## config.mk

```make
export PLATFORM = sky130hd
export DESIGN_NAME = hsc_device_flat
export DESIGN_NICKNAME = d
export VERILOG_FILES = /design/src/pkg/hsc_pkg.sv /design/src/pkg/hsc_link_if.sv /design/src/logic/hsc_device.sv /design/src/flat_wrapper.sv
export VERILOG_INCLUDE_DIRS = /design/src /design/src/pkg
export SDC_FILE = /design/constraint.sdc
export NUM_CORES = 1
export LEC_CHECK = 0
export ABC_AREA = 1
export BUFFER_PORTS_ARGS = -buffer_cell sky130_fd_sc_hd__buf_2
export CORE_ASPECT_RATIO = 1.5
export CORE_MARGIN = 8
export CORE_UTILIZATION = 56
export DETAILED_ROUTE_END_ITERATION = 10
export GPL_ROUTABILITY_DRIVEN = 0
export HOLD_SLACK_MARGIN = 0.15
export PLACE_DENSITY = 0.86
export SLEW_MARGIN = 20
export SYNTH_ARGS = -nofsm -noshare
export SYNTH_HDL_FRONTEND = slang
export SYNTH_SLANG_ARGS = --single-unit
```

## constraint.sdc

```tcl
create_clock -name clk -period 5 [get_ports clk]
set_input_delay 0.25 -clock clk [delete_from_list [all_inputs] [get_ports clk]]
set_output_delay 0.25 -clock clk [all_outputs]
set_load 0.02 [all_outputs]
```

## src/pkg/hsc_map.svh

```systemverilog
// register offsets, reset values and timing counts of the hall sensor link
`ifndef HSC_MAP_SVH
`define HSC_MAP_SVH
`define HSC_OFF_CTRL1 8'h0F
`define HSC_OFF_Y 8'h11
`define HSC_OFF_RAW_LO 8'h16
`define HSC_OFF_RAW_HI 8'h29
`define HSC_OFF_GAIN 8'h2A
`define HSC_OFF_MID 8'h2B
`define HSC_OFF_OUTER 8'h2C
`define HSC_OFF_SCALE 8'h2D
`define HSC_OFF_AFC 8'h2E
`define HSC_RST_GAIN 6'h20
`define HSC_RST_SCALE 8'h09
`define HSC_RST_AFC 8'h84
`define HSC_RST_MID 8'h00
`define HSC_RST_OUTER 8'h06
`define HSC_RST_TB 3'h7
`define HSC_READY_A 8'hF0
`define HSC_READY_B 8'hF1
`define HSC_AFC_INV_BIT 1
`define HSC_C1_IDLE 7
`define HSC_C1_TB_HI 6
`define HSC_C1_TB_LO 4
`define HSC_C1_INTDIS 3
`define HSC_C1_INTFN 2
`define HSC_C1_SOFT 1
`define HSC_LAST_ELEM 3'h4
`define HSC_CLK_NS 20
`define HSC_RST_PULSE_NS 100
`define HSC_RST_CYC (`HSC_RST_PULSE_NS / `HSC_CLK_NS + 1)
`define HSC_POLL_WAIT_US 1000
`define HSC_WAIT_CYC (`HSC_POLL_WAIT_US * 1000 / `HSC_CLK_NS)
`define HSC_INIT_CYC 1000
`define HSC_TB_UNIT 1000
`define HSC_LINK_DIV 8
`define HSC_APB_CTRL 8'h00
`define HSC_APB_ACC 8'h04
`define HSC_APB_STAT 8'h08
`define HSC_APB_CFG 8'h0C
`define HSC_RST_CFG 32'hF0090600
`endif

```

## src/pkg/hsc_pkg.sv

```systemverilog
// types shared by both ends of the hall sensor link
package hsc_pkg;
  typedef logic [7:0] hsc_byte_t;
  typedef logic [11:0] hsc_sample_t;
  typedef enum logic [1:0] {C_IDLE = 2'b00, C_SAMP = 2'b01, C_WAIT = 2'b11, C_DONE = 2'b10} hsc_conv_e;
  typedef enum logic [1:0] {X_IDLE = 2'b00, X_REQ = 2'b01, X_REL = 2'b11} hsc_xfer_e;
  typedef enum logic [2:0] {
    H_IDLE = 3'b000, H_RST = 3'b001, H_WAIT = 3'b011, H_POLL = 3'b010, H_CFG = 3'b110,
    H_JOB = 3'b111
  } hsc_host_e;
endpackage

```

## src/pkg/hsc_link_if.sv

```systemverilog
// link between host controller and sensor device
`timescale 1ns/1ns
`default_nettype none
interface hsc_link_if;
  logic link_clk;
  logic reset_pin_low;
  logic req;
  logic we;
  hsc_pkg::hsc_byte_t addr;
  hsc_pkg::hsc_byte_t wdata;
  hsc_pkg::hsc_byte_t rdata;
  logic ack;
  logic int_drv_o;
  logic int_drv_oe;
  wire interrupt_out_low;
  // open-drain line with pull-up
  assign interrupt_out_low = int_drv_oe ? int_drv_o : 1'b1;
  modport dev (input link_clk, reset_pin_low, req, we, addr, wdata,
    output rdata, ack, int_drv_o, int_drv_oe);
  modport host (output link_clk, reset_pin_low, req, we, addr, wdata,
    input rdata, ack, interrupt_out_low);
endinterface
`default_nettype wire

```

## src/logic/hsc_device.sv

```systemverilog
// device end: register file, dual-spin sampler and link answerer
`timescale 1ns/1ns
`default_nettype none
`include "hsc_map.svh"
// How it works
// RULE1: scale code register resets to 9, unity
// RULE2: scale code maps to tabulated percentage factor
// RULE3: host keeps analog front test bits fixed
// RULE4: host sets polarity bit after every power-up
// RULE5: all five element results readable after interrupt
// RULE6: two signed 12-bit spins, split high/low
// RULE7: each cycle samples forward then reverse spin
// RULE8: host rebuilds values, halves forward minus reverse
// RULE9: six-bit gain, top bits zero, reset 20h
// RULE10: host calibrates gain toward 2867, else 3Fh
// RULE11: reset clears registers, then stays off; here one conversion runs when the init delay ends
// RULE12: host pulses reset pin low over 100 ns
// RULE13: after wait, poll 0Fh for F0h/F1h
// RULE14: host may write 86h to invert polarity
// RULE15: host configures 2Bh, 2Ch, 2Dh, then 0Fh
// RULE16: host toggles polarity if centre reads negative
// RULE17: 0Fh bit 7 idle, bits 6:4 timebase
// RULE18: data-ready interrupt on each new result
// RULE19: all registers reached over the link
// RULE20: gain top bits ignore writes, read zero
module hsc_device #(
  parameter int INIT_CYC = `HSC_INIT_CYC,
  parameter int TB_UNIT = `HSC_TB_UNIT
) (
  input wire logic clk,
  input wire logic rst_n,
  input wire logic ce,
  hsc_link_if.dev link,
  output logic adc_req,
  output logic [2:0] adc_elem,
  output logic adc_rev,
  input wire logic adc_valid,
  input wire hsc_pkg::hsc_sample_t adc_data,
  output logic [5:0] gain_code,
  output logic [15:0] scale_x10,
  output logic polarity_inv,
  output logic idle_mode
);
  import hsc_pkg::*;

  // ----------------------------------------
  // scale factor table, tenths of a percent
  // ----------------------------------------
  function automatic logic [15:0] scale_factor(input hsc_byte_t code);
    logic [15:0] f;
    f = 16'h0000;
    case (code)
      8'd31: f = 16'd313;
      8'd30: f = 16'd322;
      8'd29: f = 16'd334;
      8'd28: f = 16'd346;
      8'd27: f = 16'd357;
      8'd26: f = 16'd371;
      8'd25: f = 16'd385;
      8'd24: f = 16'd400;
      8'd23: f = 16'd416;
      8'd22: f = 16'd436;
      8'd21: f = 16'd455;
      8'd20: f = 16'd477;
      8'd19: f = 16'd500;
      8'd18: f = 16'd525;
      8'd17: f = 16'd555;
      8'd16: f = 16'd588;
      8'd15: f = 16'd625;
      8'd14: f = 16'd666;
      8'd13: f = 16'd715;
      8'd12: f = 16'd770;
      8'd11: f = 16'd834;
      8'd10: f = 16'd908;
      8'd9: f = 16'd1000;
      8'd8: f = 16'd1111;
      8'd47: f = 16'd1176;
      8'd7: f = 16'd1250;
      8'd45: f = 16'd1334;
      8'd6: f = 16'd1428;
      8'd43: f = 16'd1539;
      8'd5: f = 16'd1666;
      8'd41: f = 16'd1818;
      8'd4: f = 16'd2000;
      8'd79: f = 16'd2105;
      8'd39: f = 16'd2223;
      8'd77: f = 16'd2354;
      8'd3: f = 16'd2500;
      8'd75: f = 16'd2666;
      8'd37: f = 16'd2857;
      8'd73: f = 16'd3076;
      8'd2: f = 16'd3334;
      8'd71: f = 16'd3637;
      8'd35: f = 16'd4000;
      8'd69: f = 16'd4445;
      8'd1: f = 16'd5000;
      8'd67: f = 16'd5715;
      default: f = 16'h0000;
    endcase
    return f;
  endfunction

  // ----------------------------------------
  // link input synchronisers
  // ----------------------------------------
  logic [19:0] sync1_reg, sync2_reg;
  logic lclk_d_reg;
  always_ff @(posedge clk) begin
    if (!rst_n) begin
      sync1_reg <= 20'hFFFFF;
      sync2_reg <= 20'hFFFFF;
      lclk_d_reg <= 1'b1;
    end else if (ce) begin
      sync1_reg <= {link.reset_pin_low, link.link_clk, link.req, link.we, link.addr, link.wdata};
      sync2_reg <= sync1_reg;
      lclk_d_reg <= sync2_reg[18];
    end
  end
  wire pin_rst_s = !sync2_reg[19];
  wire lclk_rise = sync2_reg[18] && !lclk_d_reg;
  wire req_s = sync2_reg[17];
  wire we_s = sync2_reg[16];
  wire [7:0] addr_s = sync2_reg[15:8];
  wire [7:0] wd_s = sync2_reg[7:0];

  // ----------------------------------------
  // registers
  // ----------------------------------------
  logic soft_reg, ack_reg, busy_reg, idle_reg, intdis_reg, intfn_reg, dv_reg, int_low_reg;
  logic pend_reg, adc_req_reg, rev_reg;
  logic [2:0] tb_reg, elem_reg;
  logic [5:0] gain_reg;
  logic [7:0] scale_reg, afc_reg, mid_reg, outer_reg, rdata_reg;
  logic [15:0] factor_reg;
  logic [31:0] init_cnt, tb_cnt;
  hsc_sample_t work_reg [10];
  hsc_sample_t res_reg [10];
  hsc_conv_e cst_reg;
  hsc_byte_t rd_mux;

  // pin and soft reset both clear state; no supply monitor re-arms it (see RULE11)
  wire dev_rst = !rst_n || pin_rst_s || soft_reg;
  wire acc = lclk_rise && req_s && !ack_reg; // see RULE19
  wire wr = acc && we_s && !busy_reg;
  wire y_read = acc && !we_s && (addr_s == `HSC_OFF_Y);
  // widen before adding so timebase 7 gives eight units, not zero
  wire [31:0] tb_period = 32'(TB_UNIT) * ({29'h0, tb_reg} + 32'h1);
  wire tick = !idle_reg && (tb_cnt == tb_period - 32'h1); // see RULE17
  wire start_ev = (busy_reg && init_cnt == 32'(INIT_CYC - 1)) || tick ||
    (y_read && idle_reg); // see RULE7

  // raw result bytes: groups run element 3,2,1,0 then centre, each neg hi/lo, pos hi/lo
  wire [4:0] raw_idx = 5'(addr_s - `HSC_OFF_RAW_LO);
  wire raw_in = addr_s >= `HSC_OFF_RAW_LO && addr_s <= `HSC_OFF_RAW_HI;
  wire [2:0] raw_elem = (raw_idx[4:2] == 3'h4) ? 3'h4 : 3'(3'h3 - raw_idx[4:2]);
  wire [3:0] raw_sel = {raw_elem, ~raw_idx[1]};
  wire [11:0] raw_val = res_reg[raw_sel];
  wire [7:0] raw_byte = raw_idx[0] ? raw_val[7:0] :
    {{4{raw_val[11]}}, raw_val[11:8]}; // see RULE6

  always_comb begin
    rd_mux = 8'h00;
    if (addr_s == `HSC_OFF_CTRL1) begin
      // reads zero until the reset sequence completes (see RULE13)
      rd_mux = busy_reg ? 8'h00 : {idle_reg, tb_reg, intdis_reg, intfn_reg, 1'b0, dv_reg};
    end else if (raw_in) begin
      rd_mux = raw_byte; // see RULE5
    end else if (addr_s == `HSC_OFF_GAIN) begin
      rd_mux = {2'b00, gain_reg}; // see RULE20
    end else if (addr_s == `HSC_OFF_MID) begin
      rd_mux = mid_reg;
    end else if (addr_s == `HSC_OFF_OUTER) begin
      rd_mux = outer_reg;
    end else if (addr_s == `HSC_OFF_SCALE) begin
      rd_mux = scale_reg;
    end else if (addr_s == `HSC_OFF_AFC) begin
      rd_mux = afc_reg;
    end
  end

  always_ff @(posedge clk) begin
    if (dev_rst) begin
      soft_reg <= 1'b0;
      idle_reg <= 1'b1;
      tb_reg <= `HSC_RST_TB;
      intdis_reg <= 1'b0;
      intfn_reg <= 1'b0;
      gain_reg <= `HSC_RST_GAIN; // see RULE9
      scale_reg <= `HSC_RST_SCALE; // see RULE1
      afc_reg <= `HSC_RST_AFC;
      mid_reg <= `HSC_RST_MID;
      outer_reg <= `HSC_RST_OUTER;
    end else if (ce && wr) begin
      if (addr_s == `HSC_OFF_CTRL1) begin
        idle_reg <= wd_s[`HSC_C1_IDLE]; // see RULE17
        tb_reg <= wd_s[`HSC_C1_TB_HI:`HSC_C1_TB_LO];
        intdis_reg <= wd_s[`HSC_C1_INTDIS];
        intfn_reg <= wd_s[`HSC_C1_INTFN];
        soft_reg <= wd_s[`HSC_C1_SOFT];
      end else if (addr_s == `HSC_OFF_GAIN) begin
        gain_reg <= wd_s[5:0]; // see RULE9
      end else if (addr_s == `HSC_OFF_MID) begin
        mid_reg <= wd_s;
      end else if (addr_s == `HSC_OFF_OUTER) begin
        outer_reg <= wd_s;
      end else if (addr_s == `HSC_OFF_SCALE) begin
        scale_reg <= wd_s;
      end else if (addr_s == `HSC_OFF_AFC) begin
        afc_reg <= wd_s;
      end
    end
  end

  // ----------------------------------------
  // link answer, init delay, timebase
  // ----------------------------------------
  always_ff @(posedge clk) begin
    if (dev_rst) begin
      ack_reg <= 1'b0;
      rdata_reg <= 8'h00;
      busy_reg <= 1'b1;
      init_cnt <= 32'h0;
      tb_cnt <= 32'h0;
      factor_reg <= 16'h0000;
    end else if (ce) begin
      factor_reg <= scale_factor(scale_reg); // see RULE2
      if (acc) begin
        rdata_reg <= rd_mux;
        ack_reg <= 1'b1;
      end else if (!req_s) begin
        ack_reg <= 1'b0;
      end
      if (busy_reg) begin
        init_cnt <= init_cnt + 32'h1;
        busy_reg <= init_cnt != 32'(INIT_CYC - 1);
      end
      tb_cnt <= (tick || idle_reg) ? 32'h0 : tb_cnt + 32'h1;
    end
  end

  // ----------------------------------------
  // dual-spin conversion
  // ----------------------------------------
  always_ff @(posedge clk) begin
    if (dev_rst) begin
      cst_reg <= C_IDLE;
      elem_reg <= 3'h0;
      rev_reg <= 1'b0;
      adc_req_reg <= 1'b0;
      dv_reg <= 1'b0;
      int_low_reg <= 1'b1;
      pend_reg <= 1'b0;
    end else if (ce) begin
      adc_req_reg <= 1'b0;
      if (y_read) begin
        int_low_reg <= 1'b1;
      end
      case (cst_reg)
        C_IDLE: if (pend_reg) begin
          pend_reg <= 1'b0;
          dv_reg <= 1'b0;
          elem_reg <= 3'h0;
          rev_reg <= 1'b0;
          cst_reg <= C_SAMP;
        end
        C_SAMP: begin
          adc_req_reg <= 1'b1;
          cst_reg <= C_WAIT;
        end
        C_WAIT: if (adc_valid) begin
          // forward spin first, then reverse, element by element (see RULE7)
          rev_reg <= !rev_reg;
          if (rev_reg && elem_reg == `HSC_LAST_ELEM) begin
            cst_reg <= C_DONE;
          end else begin
            elem_reg <= rev_reg ? elem_reg + 3'h1 : elem_reg;
            cst_reg <= C_SAMP;
          end
        end
        default: begin
          dv_reg <= 1'b1;
          // threshold mode is not modelled, so it raises nothing
          if (!intdis_reg && !intfn_reg) begin
            int_low_reg <= 1'b0; // see RULE18
          end
          cst_reg <= C_IDLE;
        end
      endcase
      // a start arriving while one is being taken is kept
      if (start_ev) begin
        pend_reg <= 1'b1;
      end
    end
  end

  // snapshot copy keeps results stable while the next cycle samples (see RULE5)
  always_ff @(posedge clk) begin
    if (dev_rst) begin
      for (int i = 0; i < 10; i++) begin
        res_reg[i] <= 12'h000;
      end
    end else if (ce && cst_reg == C_DONE) begin
      res_reg <= work_reg;
    end
  end

  always_ff @(posedge clk) begin
    if (ce && cst_reg == C_WAIT && adc_valid) begin
      work_reg[{elem_reg, rev_reg}] <= adc_data; // see RULE6
    end
  end

  assign link.rdata = rdata_reg;
  assign link.ack = ack_reg;
  assign link.int_drv_o = 1'b0;
  assign link.int_drv_oe = !int_low_reg;
  assign adc_req = adc_req_reg;
  assign adc_elem = elem_reg;
  assign adc_rev = rev_reg;
  assign gain_code = gain_reg;
  assign scale_x10 = factor_reg;
  assign polarity_inv = afc_reg[`HSC_AFC_INV_BIT];
  assign idle_mode = idle_reg;
endmodule
`default_nettype wire

```

## src/flat_wrapper.sv

```systemverilog
// flat-port wrapper written by rule: the top's interface ports become plain ports
module hsc_device_flat import hsc_pkg::*;
#(
  parameter int INIT_CYC = `HSC_INIT_CYC,
  parameter int TB_UNIT = `HSC_TB_UNIT
)
  (clk, rst_n, ce, adc_req, adc_elem, adc_rev, adc_valid, adc_data, gain_code, scale_x10, polarity_inv, idle_mode, link_link_clk, link_reset_pin_low, link_req, link_we, link_addr, link_wdata, link_rdata, link_ack, link_int_drv_o, link_int_drv_oe);
  hsc_link_if link_i ();
  input wire logic clk;
  input wire logic rst_n;
  input wire logic ce;
  output logic adc_req;
  output logic [2:0] adc_elem;
  output logic adc_rev;
  input wire logic adc_valid;
  input wire hsc_pkg::hsc_sample_t adc_data;
  output logic [5:0] gain_code;
  output logic [15:0] scale_x10;
  output logic polarity_inv;
  output logic idle_mode;
  input wire logic [$bits(link_i.link_clk)-1:0] link_link_clk;
  input wire logic [$bits(link_i.reset_pin_low)-1:0] link_reset_pin_low;
  input wire logic [$bits(link_i.req)-1:0] link_req;
  input wire logic [$bits(link_i.we)-1:0] link_we;
  input wire logic [$bits(link_i.addr)-1:0] link_addr;
  input wire logic [$bits(link_i.wdata)-1:0] link_wdata;
  output wire logic [$bits(link_i.rdata)-1:0] link_rdata;
  output wire logic [$bits(link_i.ack)-1:0] link_ack;
  output wire logic [$bits(link_i.int_drv_o)-1:0] link_int_drv_o;
  output wire logic [$bits(link_i.int_drv_oe)-1:0] link_int_drv_oe;
  assign link_i.link_clk = link_link_clk;
  assign link_i.reset_pin_low = link_reset_pin_low;
  assign link_i.req = link_req;
  assign link_i.we = link_we;
  assign link_i.addr = link_addr;
  assign link_i.wdata = link_wdata;
  assign link_rdata = link_i.rdata;
  assign link_ack = link_i.ack;
  assign link_int_drv_o = link_i.int_drv_o;
  assign link_int_drv_oe = link_i.int_drv_oe;
  hsc_device #(.INIT_CYC(INIT_CYC), .TB_UNIT(TB_UNIT)) u_core (.clk(clk), .rst_n(rst_n), .ce(ce), .link(link_i), .adc_req(adc_req), .adc_elem(adc_elem), .adc_rev(adc_rev), .adc_valid(adc_valid), .adc_data(adc_data), .gain_code(gain_code), .scale_x10(scale_x10), .polarity_inv(polarity_inv), .idle_mode(idle_mode));
endmodule
```

==> results of run 1 <==
-- cells by family after synthesis --
group                      synth area share, %
and+or+nand+nor                          23.60
AOI/OAI and AO/OA                        14.85
DFF                                      50.14
buffers and inverters                    7.379
adders and majority gates                2.540
xor gates and xnor gates                 1.327
muxes                                   0.1516
other                                  0.01893
-- critical path: cells and delay by family (launching register included) --
kind | cells | cell delay, ps
and+or+nand+nor | 23 | 2030
adders and majority gates | 5 | 1890
DFF | 1 | 360
xor gates and xnor gates | 1 | 130
buffers and inverters | 4 | 370
-- how the worst min path moves through the flow --
stage / startpoint / end / slack [ps]
2_1_floorplan: adc_data[0] / u_core.work_reg[0] / 350
3_3_place_gp: u_core.res_reg[0] / u_core.res_reg[0] / 430
3_5_place_dp: u_core.res_reg[12] / u_core.res_reg[12] / 440
4_1_cts: rst_n / u_core.sync1_reg[17] / 240
5_1_grt: rst_n / u_core.sync1_reg[0] / 270
6_report: rst_n / u_core.sync1_reg[17] / 250
-- cells in the mapped netlist, types with 34 or more instances --
cell | n | area (um2)
a21oi_1 | 245 | 1226
edfxtp_1 | 120 | 3603
nand3_1 | 222 | 1111
inv_1 | 213 | 799.5
clkbuf_1 | 84 | 315.3
dfxtp_1 | 316 | 6326
nor3_1 | 36 | 180.2
o211ai_1 | 48 | 360.4
o21ai_0 | 151 | 755.7
nand2_1 | 508 | 1907
nor2_1 | 143 | 536.8
nor2_2 | 34 | 212.7
-- cell type report --
type,count,area [um2],share of cell area (%)
timing repair buffer,160,1216,5.379
inverter,238,905.9,4.007
multi-input combinational,1637,8672,38.36
antenna,2,5.005,0.02214
sequential,436,9936,43.95
clock buffer,57,1169,5.169
clock inverter,15,113.9,0.5036
tap,473,591.8,2.618
-- where the power goes --
group          internal, mW  switching (mW)  leakage (nW)
sequential             3.65          0.0296          3.64
combinational         0.125           0.308          4.12
clock                  1.69            1.32         0.625
-- stage by stage --
stage               total power [mW]  hold WS [ps]  setup slack, ps
global placement               4.135         432.7            51.03
floorplan                      4.010         348.9            71.01
global route                   7.305         268.1           -225.2
finish                         7.118         248.2            31.25
detailed placement             4.144         437.0           -104.2
CTS                            7.114         241.9            11.43
-- cells in the final DEF, fill, tap and decap left out, types with 32 or more instances in the layout --
cell | Yosys | final
o211ai_1 | 48 | 48
dlygate4sd3_1 | 0 | 41
nor2_1 | 143 | 138
inv_1 | 213 | 207
nor3_1 | 36 | 35
nand2_1 | 508 | 496
dfxtp_1 | 316 | 313
buf_4 | 12 | 41
a21oi_1 | 245 | 244
nor2_2 | 34 | 32
buf_2 | 9 | 70
edfxtp_1 | 120 | 120
clkbuf_16 | 0 | 45
nand3_1 | 222 | 216
o21ai_0 | 151 | 151
-- timing repair --
| item | CTS | global route |
|---|---|---|
| setup buffers | 1 | 6 |
| hold buffers | 41 | 0 |
| pin swaps | 0 | 22 |
| gates resized for setup | 4 | 53 |
| gates cloned | 0 | 2 |
| endpoints found under the setup margin | 27 | 33 |
| hold endpoints to repair | 141 | 0 |
-- metal layers --
metal  up-vias  track usage, %
li1       8331               -
met1      8436           26.79
met2       968           45.78
met3       272           4.182
met4         0           16.31
met5         -               0
==> out/qor.csv, run 1 <==
metric,value,unit
fin_area,22610,um2
synth_warnings,0,
insertion_delay,550,ps
synth-edff-count,120,
fin_cells,3018,
crit_start,u_core.tb_reg[0],
period_needed,4969,ps
cts_buffers,40,
pin_count,76,
area_delta_synth_final,14.16,%
fp.dieW,169.6,um
ys_seq_area_share,50.14,%
root_buffer,clkbuf_16,
grt_pass1_vias,17370,
crit_slowest_cell,fa_2,
drtIter0Drc,1949,
grt_pass1_wl,86.15,mm
synth.distinct_cells,59,
die_h,246.3,um
routedWlPerCell,18.26,um
peakVddDrop,0.2282,mV
ys.flop_type,dfxtp_1,
drv_cap,0,
avgSynthCellArea,8.164,um2
cp_slowest_stage_delay,600,ps
routed_wl,55.12,mm
port-buffer-count,71,
hold_viol,0,
end_kind,flip-flop,
final_max_slew_viol_count,0,
core,35000,um2
dpl-instance-area,20550,um2
reg2reg_from,u_core.tb_reg[0],
holdPathStages,3,
endpoint,u_core.tb_cnt[21],
postRouteAntennaNets,0,
viasPerCell,5.967,
clock.fmax,201.3,MHz
globalRoute.totalOverflow,0,
htree_num_levels,2,
path_max_fanout,8,
syn_area,19810,um2
ys_ff_latch,436,
path_class,reg2reg,
cpMostUsedCell,nand2_2,
dp_hpwl,34.87,mm
setup_viol,0,
vias,18010,
clkTransAtPathRegs,70,ps
route.met2.wl,28.25,mm
cts_tree,done,
dp_cells,2894,
crit_path_start_kind,flip-flop,
fin_tns_setup,0,ps
wl_met3,4.161,mm
synthArstFlopShare,0,%
grt_max_degree,92,
min_path_type,in2reg,
top_layer,met4,
cp.arrival,5400,ps
fin_crit_sh,99.38,%
cts_num_sinks,436,
relSlewSlack,31.17,%
drcViolationCount,0,
reg2reg_depth,33,
start_util,56.59,%
die_area,41760,um2
rsz0062_at_grt,true,
leakagePower,8.383,nW
final_nets,2585,
post-route-util,64.60,%
reg2reg_to,u_core.tb_cnt[21],
outcome,completed,
fp-row-count,84,
antenna_found_initial,2,
grt.total_usage,25.29,%
power.density,314.8,nW/um2
n_fill_cell,2660,
cp.required,5430,ps
cts_buffer_depth,3,
worst_pin_slew,1029,ps
finClkSkew,31.49,ps
r2r_slack,30,ps
drtPass1Iterations,10,
final_layout_size_suffix_gt1_share,13.21,%
netlist_instances,2426,
drt-met1-wl,19.09,mm
No activity file was read; power rests on OpenSTA's default activity.
==> inputs of run 2 (changes only) <==
--- a/config.mk
+++ b/config.mk
@@ -10,11 +10,11 @@
 export BUFFER_PORTS_ARGS = -buffer_cell sky130_fd_sc_hd__buf_2
 export CORE_ASPECT_RATIO = 1.5
 export CORE_MARGIN = 8
-export CORE_UTILIZATION = 56
+export CORE_UTILIZATION = 60
 export DETAILED_ROUTE_END_ITERATION = 10
 export GPL_ROUTABILITY_DRIVEN = 0
 export HOLD_SLACK_MARGIN = 0.15
-export PLACE_DENSITY = 0.86
+export PLACE_DENSITY = 0.88
 export SLEW_MARGIN = 20
 export SYNTH_ARGS = -nofsm -noshare
 export SYNTH_HDL_FRONTEND = slang
==> constraint.sdc (replaced) <==
create_clock -name clk -period 5.8 [get_ports clk]
set_input_delay 0.29 -clock clk [delete_from_list [all_inputs] [get_ports clk]]
set_output_delay 0.29 -clock clk [all_outputs]
set_load 0.02 [all_outputs]
==> run 2 against run 1 <==
Clock power fell by 13%. Wire length down 1.8%. Critical path depth is 3 lower. Cell count shrank 3.1%. Final area fell by 2.7%. Fmax decreased by 7.0%. Critical path type unchanged. Critical endpoint is now u_core.tb_cnt[0]. Largest cell class unchanged.
==> out/qor.csv, run 2 (synthesized netlist as in run 1, its figures left out) <==
metric,value,unit
cpMostUsedCell,nand2_1,
fin_cells,2924,
min_to,u_core.sync1_reg[0],
end_kind,flip-flop,
final_common_cell,nand2_1,
dp_cells,2815,
p_int,4.710,mW
post-route-util,67.60,%
clkTransAtPathRegs,70,ps
path_class,reg2reg,
routedWlPerCell,18.52,um
start_util,60.88,%
n_fill_cell,2362,
crit_slowest_cell,fa_2,
dp_slack,59.10,ps
drv_cap,0,
fp-row-count,81,
pin_count,76,
cp_top_family,simple AND/OR/NAND/NOR gates,
holdPathStages,2,
period_needed,5341,ps
outcome,completed,
leakagePower,8.154,nW
p_comb_share,6.1,%
antenna_found_initial,1,
cp.arrival,5770,ps
peakVddDrop,0.2294,mV
dp_hpwl,33.57,mm
drtPass1Iterations,9,
postCtsSetupRepairBufs,0,
hold_viol,0,
fp.dieW,164.3,um
htree_num_levels,2,
worstHoldStart,rst_n,
rsz0062_at_grt,false,
vias,17850,
switchingPower,1.431,mW
reg2reg_depth,30,
grt.total_usage,26.95,%
cp.required,6230,ps
path_max_fanout,8,
cts_buffers,39,
fin_tns_setup,0,ps
setup_viol,0,
globalRoute.totalOverflow,0,
die_area,39200,um2
final_nets,2548,
clock.fmax,187.2,MHz
insertion_delay,560,ps
r2r_slack,460,ps
p_clk_share,42.4,%
power.density,279.3,nW/um2
reg2reg_to,u_core.tb_cnt[0],
seq_power_share,51.6,%
reg2reg_from,u_core.tb_reg[0],
final_cell_mix,"nand2_1 (506), dfxtp_1 (314), a21oi_1 (245)",
cp_slowest_stage_delay,610,ps
viasPerCell,6.103,
grt_pass1_wl,85.89,mm
cts_num_sinks,436,
relSlewSlack,16.06,%
cts_tree,done,
p_sw_share,23.30,%
crit_path_start_kind,flip-flop,
area_delta_synth_final,11.04,%
cts_buffer_depth,3,
setup_slack,459.0,ps
postRouteAntennaNets,0,
min_path_type,in2reg,
root_buffer,clkbuf_16,
core,32530,um2
drtIter0Drc,2045,
finClkSkew,27.26,ps
die_h,238.5,um
total_power,6.141,mW
path_buf_inv,2,
drcViolationCount,0,
grt_max_degree,101,
final_layout_size_suffix_gt1_share,11.33,%
fin_crit_sh,92.09,%
worst_pin_slew,1248,ps
final_max_slew_viol_count,0,
grt_pass1_vias,17540,
routed_wl,54.15,mm
port-buffer-count,71,
run 2: how the worst max path moves through the flow:
| stage | from | endpoint | slack [ps] | cells after the start |
|---|---|---|---|---|
| floorplan | u_core.tb_reg[0] | u_core.tb_cnt[28] | 780 | 28 |
| global placement | u_core.tb_reg[0] | u_core.tb_cnt[0] | 350 | 29 |
| detailed placement | u_core.tb_reg[0] | u_core.tb_cnt[0] | 60 | 29 |
| CTS | u_core.tb_reg[0] | u_core.tb_cnt[0] | 40 | 29 |
| global route | u_core.tb_reg[0] | u_core.tb_cnt[0] | 30 | 30 |
| finish | u_core.tb_reg[0] | u_core.tb_cnt[0] | 460 | 30 |
run 2: metal layers:
metal  GRT usage [%]  vias up  wire length (um)
li1                -     8271                 -
met1           28.84     8289             18900
met2           47.86      999             27700
met3           4.550      287              4277
met4           17.63        0              3268
met5               0        -                 0
run 2: final cells by class:
type / instances / area [um2] / share of cell area (%)
clock inverter: 16 / 172.7 / 0.7852
tap: 415 / 519.2 / 2.361
inverter: 238 / 903.4 / 4.108
timing repair buffer: 121 / 813.3 / 3.698
sequential: 436 / 9935 / 45.18
multi-input combinational: 1640 / 8542 / 38.84
antenna: 2 / 5.005 / 0.02276
clock buffer: 56 / 1101 / 5.007
run 2: power by group through the flow:
| stage | Clock [mW] | Combinational, mW | Sequential, mW |
|---|---|---|---|
| floorplan | 0 | 0.225 | 3.23 |
| global placement | 0 | 0.321 | 3.23 |
| detailed placement | 0 | 0.328 | 3.23 |
| CTS | 2.62 | 0.352 | 3.17 |
| global route | 2.74 | 0.397 | 3.17 |
| finish | 2.60 | 0.373 | 3.17 |
run 2: per-stage QoR:
step | cell area [um2] | hold slack, ps
after floorplan | 19820 | 388.9
after global placement | 20310 | 434.0
after detailed placement | 20310 | 440.6
after CTS | 21900 | 295.6
after global routing | 21990 | 334.5
final | 21990 | 326.9
run 2: timing repair:
action                                  in CTS  in global routing
endpoints found under the setup margin       0                 32
hold endpoints to repair                   140                  0
gates resized for setup                      0                 11
hold buffers                                32                  0
run 2: worst register-to-register path: cells and delay by family, from the launching register on:
kind | cells | cell delay, ps
simple gates | 20 | 2310
fa+ha+maj | 5 | 1940
flops | 1 | 380
compound gates | 2 | 290
buf+inv | 2 | 150
xor+xnor | 1 | 140
